<file path="src/core/cfg_decoder_defs.svh">
// Constants for the configuration word decoder: offsets, field positions, reset values
`ifndef CFG_DECODER_DEFS_SVH
`define CFG_DECODER_DEFS_SVH

// ----------------------------------------------------------------
// Register byte offsets
// ----------------------------------------------------------------
`define CFG_ADDR_W 8
`define CFG_OFF_WORD0 8'h00
`define CFG_OFF_WORD1 8'h04
`define CFG_OFF_RUNCTL 8'h08
`define CFG_OFF_WDTCTL 8'h0C
`define CFG_OFF_STATUS 8'h10

// ----------------------------------------------------------------
// Protection and debug word fields
// ----------------------------------------------------------------
`define CFG_W0_CP_POS 28
`define CFG_W0_BWP_POS 24
`define CFG_W0_PWP_MSB 18
`define CFG_W0_PWP_LSB 10
`define CFG_W0_ICESEL_MSB 4
`define CFG_W0_ICESEL_LSB 3
`define CFG_W0_JTAG_POS 2
`define CFG_W0_DEBUG_MSB 1
`define CFG_W0_DEBUG_LSB 0
`define CFG_W0_RSVD_MASK 32'hEEF8_03E0
`define CFG_W0_RSVD_VALUE 32'h6EF8_03E0
`define CFG_PWP_ALL_ONES 9'h1FF
`define CFG_PWP_PAGE_SHIFT 10
`define CFG_DEBUG_OFF 2'h3

// ----------------------------------------------------------------
// Watchdog word fields
// ----------------------------------------------------------------
`define CFG_W1_WINSZ_MSB 25
`define CFG_W1_WINSZ_LSB 24
`define CFG_W1_HARDEN_POS 23
`define CFG_W1_WATCHDOG_WINDOW_DISABLE_POS 22
`define CFG_W1_PS_MSB 20
`define CFG_W1_PS_LSB 16
`define CFG_W1_RSVD_MASK 32'hFC00_0000
`define CFG_W1_RSVD_VALUE 32'hFC00_0000
`define CFG_PS_MAX 5'h14
`define CFG_WIN_25 3'h2
`define CFG_WIN_37 3'h3
`define CFG_WIN_50 3'h4
`define CFG_WIN_75 3'h6

// ----------------------------------------------------------------
// Runtime control bits and reset values
// ----------------------------------------------------------------
`define CFG_RUNCTL_JTAG_POS 3
`define CFG_WDTCTL_ON_POS 0
`define CFG_WDT_SW_RESET 1'b0
`define CFG_RDATA_RESET 32'h0000_0000
`define CFG_PIN_PAIR_BASE 4'h8

`endif

</file>
<file path="src/core/cfg_decoder_pkg.sv">
// Types shared by the configuration word decoder files
package cfg_decoder_pkg;

    // Load then run, one-hot
    typedef enum logic [1:0] {
        fsm_load = 2'b01,
        fsm_run = 2'b10
    } fsm_type;

    // Decoded flash protection
    typedef struct packed {
        logic code_protect;
        logic boot_write_protect;
        logic protect_all;
        logic [19:0] boundary;
    } flash_guard_type;

    // Decoded watchdog setup
    typedef struct packed {
        logic hard_enable;
        logic running;
        logic window_disable;
        logic [2:0] window_eighths;
        logic [4:0] postscale_exp;
    } wdt_cfg_type;

    // Whole state of the decoder top
    typedef struct packed {
        fsm_type fsm;
        logic [31:0] word0;
        logic [31:0] word1;
        logic jtag_en;
        logic wdt_sw_on;
        logic [31:0] rdata;
    } state_type;

endpackage

</file>
<file path="src/core/flash_protect_decode.sv">
// Program flash write-protect boundary decoder
`timescale 1ns/10ps
`default_nettype none
`include "cfg_decoder_defs.svh"

module flash_protect_decode #(
    parameter int PWP_BITS = 9,
    parameter logic [19:0] FLASH_BYTES = 20'h40000
) (
    // Captured protection word
    input wire logic [31:0] word0_i,
    // Decoded protection
    output cfg_decoder_pkg::flash_guard_type guard_o
);

    localparam logic [8:0] IMPL_MASK = 9'((1 << PWP_BITS) - 1);

    logic [8:0] field;
    logic [8:0] eff;
    logic [19:0] raw;

    // Missing upper bits read as ones on small variants
    assign field = word0_i[`CFG_W0_PWP_MSB:`CFG_W0_PWP_LSB];
    assign eff = field | ~IMPL_MASK;
    assign raw = {1'b0, `CFG_PWP_ALL_ONES - eff, 10'h000};

    // Boundary, clamped to implemented flash
    always_comb
    begin
        guard_o.code_protect = ~word0_i[`CFG_W0_CP_POS];
        guard_o.boot_write_protect = ~word0_i[`CFG_W0_BWP_POS];
        guard_o.protect_all = ((field & IMPL_MASK) == 9'h000);
        if (guard_o.protect_all || raw > FLASH_BYTES)
        begin
            guard_o.boundary = FLASH_BYTES;
        end
        else
        begin
            guard_o.boundary = raw;
        end
    end

endmodule // flash_protect_decode
`default_nettype wire

</file>
<file path="src/core/wdt_config_decode.sv">
// Watchdog configuration field decoder
`timescale 1ns/10ps
`default_nettype none
`include "cfg_decoder_defs.svh"

module wdt_config_decode (
    // Captured watchdog word and software request
    input wire logic [31:0] word1_i,
    input wire logic sw_on_i,
    // Decoded watchdog setup
    output cfg_decoder_pkg::wdt_cfg_type wdt_o
);

    logic [4:0] ps;

    assign ps = word1_i[`CFG_W1_PS_MSB:`CFG_W1_PS_LSB];

    // Window, enable policy and postscale
    always_comb
    begin
        wdt_o.hard_enable = word1_i[`CFG_W1_HARDEN_POS];
        wdt_o.running = word1_i[`CFG_W1_HARDEN_POS] | sw_on_i;
        wdt_o.window_disable = word1_i[`CFG_W1_WATCHDOG_WINDOW_DISABLE_POS];
        wdt_o.postscale_exp = (ps > `CFG_PS_MAX) ? `CFG_PS_MAX : ps;
        case (word1_i[`CFG_W1_WINSZ_MSB:`CFG_W1_WINSZ_LSB])
            2'h3: wdt_o.window_eighths = `CFG_WIN_25;
            2'h2: wdt_o.window_eighths = `CFG_WIN_37;
            2'h1: wdt_o.window_eighths = `CFG_WIN_50;
            default: wdt_o.window_eighths = `CFG_WIN_75;
        endcase
    end

endmodule // wdt_config_decode
`default_nettype wire

</file>
<file path="src/core/device_config_word_decoder.sv">
// Configuration word decoder top: capture, runtime registers, decoded outputs
//
// Implementation choices: the strobed register port and the register addresses.
`timescale 1ns/10ps
`default_nettype none
`include "cfg_decoder_defs.svh"

module device_config_word_decoder #(
    parameter int PWP_BITS = 9,
    parameter logic [19:0] FLASH_BYTES = 20'h40000
) (
    // Clock and reset
    input wire logic ref_clk_i,
    input wire logic reset_n_i,
    // Nonvolatile configuration words
    input wire logic [31:0] nvm_word0_i,
    input wire logic [31:0] nvm_word1_i,
    // Register port
    input wire logic [`CFG_ADDR_W-1:0] addr_i,
    input wire logic [31:0] wdata_i,
    input wire logic wr_strobe_i,
    input wire logic rd_strobe_i,
    output logic [31:0] rdata_o,
    // Decoded protection and debug
    output cfg_decoder_pkg::flash_guard_type flash_guard_o,
    output logic [3:0] debug_pin_pair_o,
    output logic jtag_port_enable_o,
    output logic debugger_enable_o,
    // Decoded watchdog setup
    output cfg_decoder_pkg::wdt_cfg_type wdt_cfg_o,
    // Load status
    output logic config_loaded_o,
    output logic reserved_fault_o
);

    // ----------------------------------------------------------------
    // Parameter checks
    // ----------------------------------------------------------------
    generate
        if (PWP_BITS != 7 && PWP_BITS != 9)
        begin : g_bad_pwp
            $error("PWP_BITS must be 7 or 9");
        end
        if (FLASH_BYTES == 20'h00000 || FLASH_BYTES > 20'h7FC00)
        begin : g_bad_flash
            $error("FLASH_BYTES out of range");
        end
    endgenerate

    // ----------------------------------------------------------------
    // State and decoded signals
    // ----------------------------------------------------------------
    cfg_decoder_pkg::state_type state;
    cfg_decoder_pkg::state_type next_state;
    logic [1:0] debug_field;
    logic [31:0] status_word;
    logic [31:0] read_value;
    logic w0_ok;
    logic w1_ok;
    logic in_run;

    // Flash boundary decoder
    flash_protect_decode #(
        .PWP_BITS(PWP_BITS),
        .FLASH_BYTES(FLASH_BYTES)
    ) u_flash (
        .word0_i(state.word0),
        .guard_o(flash_guard_o)
    );

    // Watchdog field decoder
    wdt_config_decode u_wdt (
        .word1_i(state.word1),
        .sw_on_i(state.wdt_sw_on),
        .wdt_o(wdt_cfg_o)
    );

    // ----------------------------------------------------------------
    // Debug routing and status
    // ----------------------------------------------------------------
    assign in_run = (state.fsm == cfg_decoder_pkg::fsm_run);

    assign debug_field = flash_guard_o.code_protect ? `CFG_DEBUG_OFF
                                                    : state.word0[`CFG_W0_DEBUG_MSB:`CFG_W0_DEBUG_LSB];
    assign debugger_enable_o = ~debug_field[1];

    assign debug_pin_pair_o = `CFG_PIN_PAIR_BASE >> state.word0[`CFG_W0_ICESEL_MSB:`CFG_W0_ICESEL_LSB];

    assign jtag_port_enable_o = state.jtag_en;

    assign w0_ok = ((state.word0 & `CFG_W0_RSVD_MASK) == `CFG_W0_RSVD_VALUE);
    assign w1_ok = ((state.word1 & `CFG_W1_RSVD_MASK) == `CFG_W1_RSVD_VALUE);
    assign reserved_fault_o = ~(w0_ok & w1_ok);

    assign config_loaded_o = in_run;
    assign rdata_o = state.rdata;

    // Status word layout
    always_comb
    begin
        status_word = 32'h0000_0000;
        status_word[0] = in_run;
        status_word[1] = flash_guard_o.code_protect;
        status_word[2] = debugger_enable_o;
        status_word[3] = wdt_cfg_o.running;
        status_word[4] = w0_ok;
        status_word[5] = w1_ok;
        status_word[11:8] = debug_pin_pair_o;
    end

    // ----------------------------------------------------------------
    // Register read decode
    // ----------------------------------------------------------------
    // Unmapped offsets read zero
    always_comb
    begin
        case (addr_i)
            `CFG_OFF_WORD0: read_value = state.word0;
            `CFG_OFF_WORD1: read_value = state.word1;
            `CFG_OFF_RUNCTL: read_value = 32'(state.jtag_en) << `CFG_RUNCTL_JTAG_POS;
            `CFG_OFF_WDTCTL: read_value = 32'(wdt_cfg_o.running) << `CFG_WDTCTL_ON_POS;
            `CFG_OFF_STATUS: read_value = status_word;
            default: read_value = 32'h0000_0000;
        endcase
    end

    // ----------------------------------------------------------------
    // Next state
    // ----------------------------------------------------------------
    always_comb
    begin
        next_state = state;
        next_state.rdata = rd_strobe_i ? read_value : `CFG_RDATA_RESET;
        if (!reset_n_i)
        begin
            next_state.fsm = cfg_decoder_pkg::fsm_load;
            next_state.word0 = nvm_word0_i;
            next_state.word1 = nvm_word1_i;
            next_state.jtag_en = nvm_word0_i[`CFG_W0_JTAG_POS];
            next_state.wdt_sw_on = `CFG_WDT_SW_RESET;
            next_state.rdata = `CFG_RDATA_RESET;
        end
        else
        begin
            case (state.fsm)
                cfg_decoder_pkg::fsm_load:
                begin
                    next_state.fsm = cfg_decoder_pkg::fsm_run;
                end
                cfg_decoder_pkg::fsm_run:
                begin
                    if (wr_strobe_i && addr_i == `CFG_OFF_RUNCTL)
                    begin
                        next_state.jtag_en = wdata_i[`CFG_RUNCTL_JTAG_POS];
                    end
                    if (wr_strobe_i && addr_i == `CFG_OFF_WDTCTL)
                    begin
                        next_state.wdt_sw_on = wdata_i[`CFG_WDTCTL_ON_POS];
                    end
                end
                default:
                begin
                    next_state.fsm = cfg_decoder_pkg::fsm_load;
                end
            endcase
        end
    end

    // State register
    always_ff @(posedge ref_clk_i)
    begin
        state <= next_state;
    end
endmodule // device_config_word_decoder
`default_nettype wire

</file>
<file path="config.mk">
export PLATFORM = sky130hd
export DESIGN_NAME = device_config_word_decoder
export DESIGN_NICKNAME = d
export VERILOG_FILES = /design/src/core/cfg_decoder_pkg.sv /design/src/core/flash_protect_decode.sv /design/src/core/wdt_config_decode.sv /design/src/core/device_config_word_decoder.sv
export VERILOG_INCLUDE_DIRS = /design/src /design/src/core
export SDC_FILE = /design/constraint.sdc
export NUM_CORES = 1
export LEC_CHECK = 0
export ABC_AREA = 1
export BUFFER_PORTS_ARGS = -buffer_cell sky130_fd_sc_hd__buf_2
export CORE_MARGIN = 2
export CORE_UTILIZATION = 50
export CTS_BUF_LIST = sky130_fd_sc_hd__clkbuf_4 sky130_fd_sc_hd__clkbuf_8
export DETAILED_ROUTE_END_ITERATION = 8
export HOLD_SLACK_MARGIN = 0.03
export PLACE_DENSITY = 0.82
export SETUP_SLACK_MARGIN = 0.3
export SLEW_MARGIN = 10
export SYNTH_ARGS = -nofsm -noshare
export SYNTH_HDL_FRONTEND = slang
export SYNTH_SLANG_ARGS = --single-unit
</file>
<file path="constraint.sdc">
create_clock -name ref_clk_i -period 6.2 [get_ports ref_clk_i]
set_input_delay 0.93 -clock ref_clk_i [delete_from_list [all_inputs] [get_ports ref_clk_i]]
set_output_delay 0.93 -clock ref_clk_i [all_outputs]
set_load 0.005 [all_outputs]
</file>
## After elaboration in Yosys (flattened, before gate mapping)

Cells that the tools add are included.
W data, S select, Z words.

| operators by class | value |
|---|---|
| add/sub/neg operators | 1 |
| $lt $le $gt $ge | 2 |
| eq/ne operators | 13 |
| shift-type cells | 1 |
| multiplexer cells | 10 |
| bitwise logic cells | 6 |
| reduce and logical (&&, ||, !) cells | 8 |

Operator list:

| kind | count |
|---|---|
| $pmux W32 S5 | 1 |
| $gt A19 B19 Y1 const B | 1 |
| $mux W19 | 1 |
| $eq A16 B15 Y1 const B | 1 |
| $eq A8 B4 Y1 const B | 2 |
| $logic_not A9 Y1 | 1 |
| $pmux W3 S3 | 1 |
| $sub A9 B9 Y9 const A | 1 |
| $eq A8 B3 Y1 const B | 1 |
| $eq A8 B5 Y1 const B | 1 |
| $logic_not A8 Y1 | 1 |
| $eq A2 B2 Y1 const B | 3 |
| $eq A6 B6 Y1 const B | 1 |
| $mux W2 | 3 |
| $reduce_and A2 Y1 | 3 |
| $gt A5 B5 Y1 const B | 1 |
| $mux W5 | 1 |
| $eq A2 B1 Y1 const B | 2 |
| $ne A2 B1 Y1 const B | 2 |
| $not A1 Y1 | 4 |
| $pmux W2 S2 | 1 |
| $shr A4 B2 Y4 const A | 1 |
| $logic_and A1 B1 Y1 | 2 |
| $mux W1 | 2 |
| 3 further kinds | 3 |

| word-level totals | value |
|---|---|
| register bits after elaboration | 100 |
| input port bits | 108 |
| output and inout port bits | 74 |
| word-level logic and storage cells | 47 |

## Logic depth before layout (Yosys ltp)

| logic depth | value |
|---|---|
| word-level depth | 5 |
| depth in mapped cells | 10 |
| mapped depth without buffers | 9 |

## Hierarchy

Synthesis repeated with hierarchy kept, for this count alone.

| unflattened totals | value |
|---|---|
| cell total of the unflattened synthesis | 416 |
| area, all modules | 4210.3 µm² |

Modules (own cells, without submodules):

| module | times used | cells each | area each (µm²) | sequential area each (µm²) |
|---|---|---|---|---|
| device_config_word_decoder | 1 | 360 | 3913.8 | 2652.5 |
| flash_protect_decode | 1 | 36 | 196.4 | 0.0 |
| wdt_config_decode | 1 | 20 | 100.1 | 0.0 |

## Worst setup path after synthesis

OpenSTA, ideal clock, no wires.

| timing | value |
|---|---|
| path kind | input port to flip-flop |
| start point | input port reset_n_i |
| end point | register state[34] (netlist name), enable pin |
| library setup time | 0.419 ns |
| arrival | 2.200 ns |
| required time | 5.781 ns |
| path slack | 3.581 ns |
| stages | 1 |
| path buffers | 0 |
| cells stage by stage | inv_1 |

RTL lines:

| item | line | text |
|---|---|---|
| start, declared | device_config_word_decoder.sv:14 | `input wire logic reset_n_i,` |
| end signal, assigned | device_config_word_decoder.sv:172 | `state <= next_state;` |
| end, declared | device_config_word_decoder.sv:53 | `cfg_decoder_pkg::state_type state;` |

No word-level cell between the ends.

## Worst setup path in the final report

| timing | value |
|---|---|
| start point | input port addr_i[5] |
| end point | register state (netlist bit rdata_o[27]) |

| on the way | value |
|---|---|
| cells in the longest elaborated chain, start to end | 2 |
| elaborated cells on any way between the ends | 6 |
| those cells by class | 4 x eq/ne; 1 x mux; 1 x reduce/logical |

RTL lines:

| item | line | text |
|---|---|---|
| start, declared | device_config_word_decoder.sv:19 | `` input wire logic [`CFG_ADDR_W-1:0] addr_i, `` |
| $eq A8 B5 Y1 (tied with other cells) | device_config_word_decoder.sv:117 | `case (addr_i)` |
| $pmux W32 S5 (*) | device_config_word_decoder.sv:117 |  |

Mark *: on every way between the ends. The rest lies on a longest branch, timed or not.
A chain may end at the register's enable or synchronous reset.

==> run summary <==
Register-to-Register Path Depth: 5
largest family of logic cells by synthesized area: simple AND/OR/NAND/NOR gates
starting density of the core: 51.2%
reg2reg end: rdata_o[3]$_SDFF_PN0_
CP max stage delay: 0.65 ns
mux contribution to synthesized area: 0%
Int Power: 949 uW
clk buf depth: 2
Worst Hold Launch: state[32]$_SDFFE_PN0P_
type of the worst min-delay path: flip-flop to flip-flop
CP cell instances: buf_2 -> nor2_4 -> nand2_4 -> nor2_4 -> nor2_1 -> nand3_1 -> nand2_2 -> nor2_1
Cells after DPL: 581
Synth Instances: 380
Switch Pwr: 278 uW
outcome: finished clean
Post-route DRC: 0
Area contributors post-synth: edfxtp_1, dfxtp_1, buf_4, nand2_1, nor2_1
Skew-Pair Late Insertion Delay: 0.34 ns
top_reg_cell synth: edfxtp_1
layout cells sized above 1: 36.8%
commonest cells in the netlist: edfxtp_1, nand2_1, nor2_1
die height: 95.5 um
Post-Synth XOR/XNOR Area: 0%
Post-Syn Area: 4180 um2
first-pass iteration count of the detailed router: 4
most frequent cell after synthesis: edfxtp_1
clock power share: 30.4%
pin count of the biggest net entering global routing: 53
CP endpoint kind: flip-flop
R2R Setup Slk: 4.89 ns
clock slew seen by the registers of the worst setup and hold paths: 0.09 ns
Die ar.: 9110 um2
Crit. Startpoint: addr_i[5]
hold_buf cts: 0
final setup violating endpoints: 0
Max Slew Vio Count: 0
sequential power share: 62.8%
H-Tree Depth: 3
VDD IR max: 0.145 mV
Adder-Cell Fraction of Synth Area: 0%
Seq cells post-synth: 100
Max-slew headroom: 31.0%
core area: 8180 um2
compound-gate portion of the synthesized area: 5.92%
Die X: 95.5 um
Post-synth EDFFs: 65
clock skew: 0.0156 ns
RSZ-0062 raised after global routing: false
met3 Track Usage GR: 3.16%
Row Count: 33
final non-filler cell total: 597
Sw Share: 22.6%
diode count: 0
All-Layer GR Usage: 18.6%
mean post-synth cell area: 11.0 um2
CTS root buf: clkbuf_8
Critical-path top delay cell: nor2_4
CTS tree: yes
WHS Endpoint: state[32]$_SDFFE_PN0P_
Congestion Overflow GR: 0
Hold Path Depth: 2
share of the synthesized area in the top cell type: 46.7%
warnings from Yosys: 0
worst path required time: 6.45 ns
Fill cells: 719
postcts setup bufs: 0
Finished Cell Area: 4840 um2
critical-path maximum fanout: 33
DR vias: 2,848
leakage power: 0.00211 uW
Placer Congestion: 0.865
Achievable Freq: 366 MHz
gr busiest metal: met2
crit path time final: 2.73 ns
area growth from synthesis to layout: 15.7%
CP startpoint kind: primary input
DR WL/cell: 14.1 um
Simple-Gate Fraction of Synth Area: 17.9%
final HPWL from detailed placement: 6170 um
met1 Use GR: 23.0%
# resized after CTS: 0
Max Cap Violations: 0
port buffer count: 140
Crit path arrival time: 2.99 ns
final setup TNS: 0 ns
sequential area share after synthesis: 63.4%
IO Count: 182
Routed Antenna Nets: 0
hold_ws: 0.500 ns
power density cells: 253 nW/um2
RR Startpoint: state[57]$_DFFE_PN_
async set-reset flop share out of synthesis: 0%
leading area contributor after synthesis: edfxtp_1
Crit Path Class: primary input to flip-flop
first-pass GRT wire length: 12,600 um
Tightest Pin Transition: 1.03 ns
nets@finish: 595
Final period util: 44.1%
Hold Fails Final Rpt: 0
CTS Buf Count: 9
initial antenna violation count: 0
DP Area: 4660 um2
M2 GR Usage: 31.8%
vias in the first global route: 2,673
DR vias/cell: 4.77
Num Clock Sinks: 100
combinational power share: 6.8%
Detailed Route Iter0 Violations: 94
WL final: 8440 um
Yosys cell types: 26
-- stage by stage --
step	worst slack (ns)	util [%]	total power (uW)
after floorplan	3.58	-	821
after global placement	3.15	57.0	865
after detailed placement	3.12	57.0	870
after CTS	3.46	59.2	1240
after global routing	3.23	59.2	1290
final	3.47	59.2	1230
-- power by group through the flow --
stage,combinational [uW],clock (uW),sequential [uW]
global placement,81.5,0,784
floorplan,42.7,0,779
global route,95.1,416,775
CTS,84.5,386,770
finish,83.8,373,770
detailed placement,84.1,0,786
-- placed cells by master (no fill, tap or decap) --
cell type | netlist | layout
buf_2 | 4 | 140
edfxtp_1 | 65 | 65
nand2_1 | 56 | 55
nor2_1 | 53 | 53
dfxtp_1 | 35 | 35
inv_1 | 32 | 31
a22oi_1 | 22 | 22
nor2_4 | 14 | 14
nand3_1 | 12 | 12
conb_1 | 1 | 11
a21oi_1 | 10 | 10
clkbuf_8 | 0 | 10
o21ai_0 | 5 | 5
nor3b_1 | 5 | 5
nand4_1 | 4 | 4
or2_2 | 3 | 3
nor2_2 | 3 | 3
nand2_2 | 1 | 2
clkinvlp_4 | 0 | 2
clkinv_4 | 0 | 2
a21boi_0 | 1 | 1
clkinv_1 | 1 | 1
nor4_1 | 1 | 1
inv_2 | 0 | 1
nand2_4 | 1 | 1
clkinv_2 | 0 | 1
clkbuf_4 | 0 | 1
buf_4 | 45 | 1
-- state kept, by name (all words and copies together) (netlist names) --
name                flops
jtag_port_enable_o      1
rdata_o                32
state                  67
-- layout make-up --
type,count,area (um2),area share [%]
multi-input cells,202,1040,21.5
clock inverters,5,37.5,0.775
clock buffers,11,145,3.00
flip-flops and latches,100,2650,54.8
repair buffers,141,708,14.6
inverters,33,124,2.56
well taps,105,131,2.71
-- how the worst max path moves through the flow --
stage                     slack, ns                     end  cells past startpoint
after global routing           3.23  rdata_o[30]$_SDFF_PN0_                      8
after CTS                      3.46  rdata_o[27]$_SDFF_PN0_                      8
after global placement         3.15  rdata_o[28]$_SDFF_PN0_                      8
after floorplan                3.58     state[34]$_DFFE_PN_                      1
final                          3.47  rdata_o[27]$_SDFF_PN0_                      8
after detailed placement       3.12  rdata_o[24]$_SDFF_PN0_                      8
-- cells by family (layout without fill, tap and decap cells) --
group,after synthesis,count (layout)
AO/OA/AOI/OAI,38,38
buffers and inverters,88,190
flip-flops,100,100
other,1,11
AND/OR/NAND/NOR,153,153
-- routing by layer --
metal | part of all wire [%] | up-vias
met5 | 0 | -
met2 | 50 | 107
met1 | 41 | 1307
met4 | 2.6 | 0
met3 | 6.2 | 16
li1 | - | 1418
-- worst max-delay path, delay by kind of cell --
| kind | cells | cell delay [ns] |
|---|---|---|
| buf+inv | 1 | 0.12 |
| simple gates | 7 | 1.93 |
Note: power is estimated with default switching activity, not from simulation.
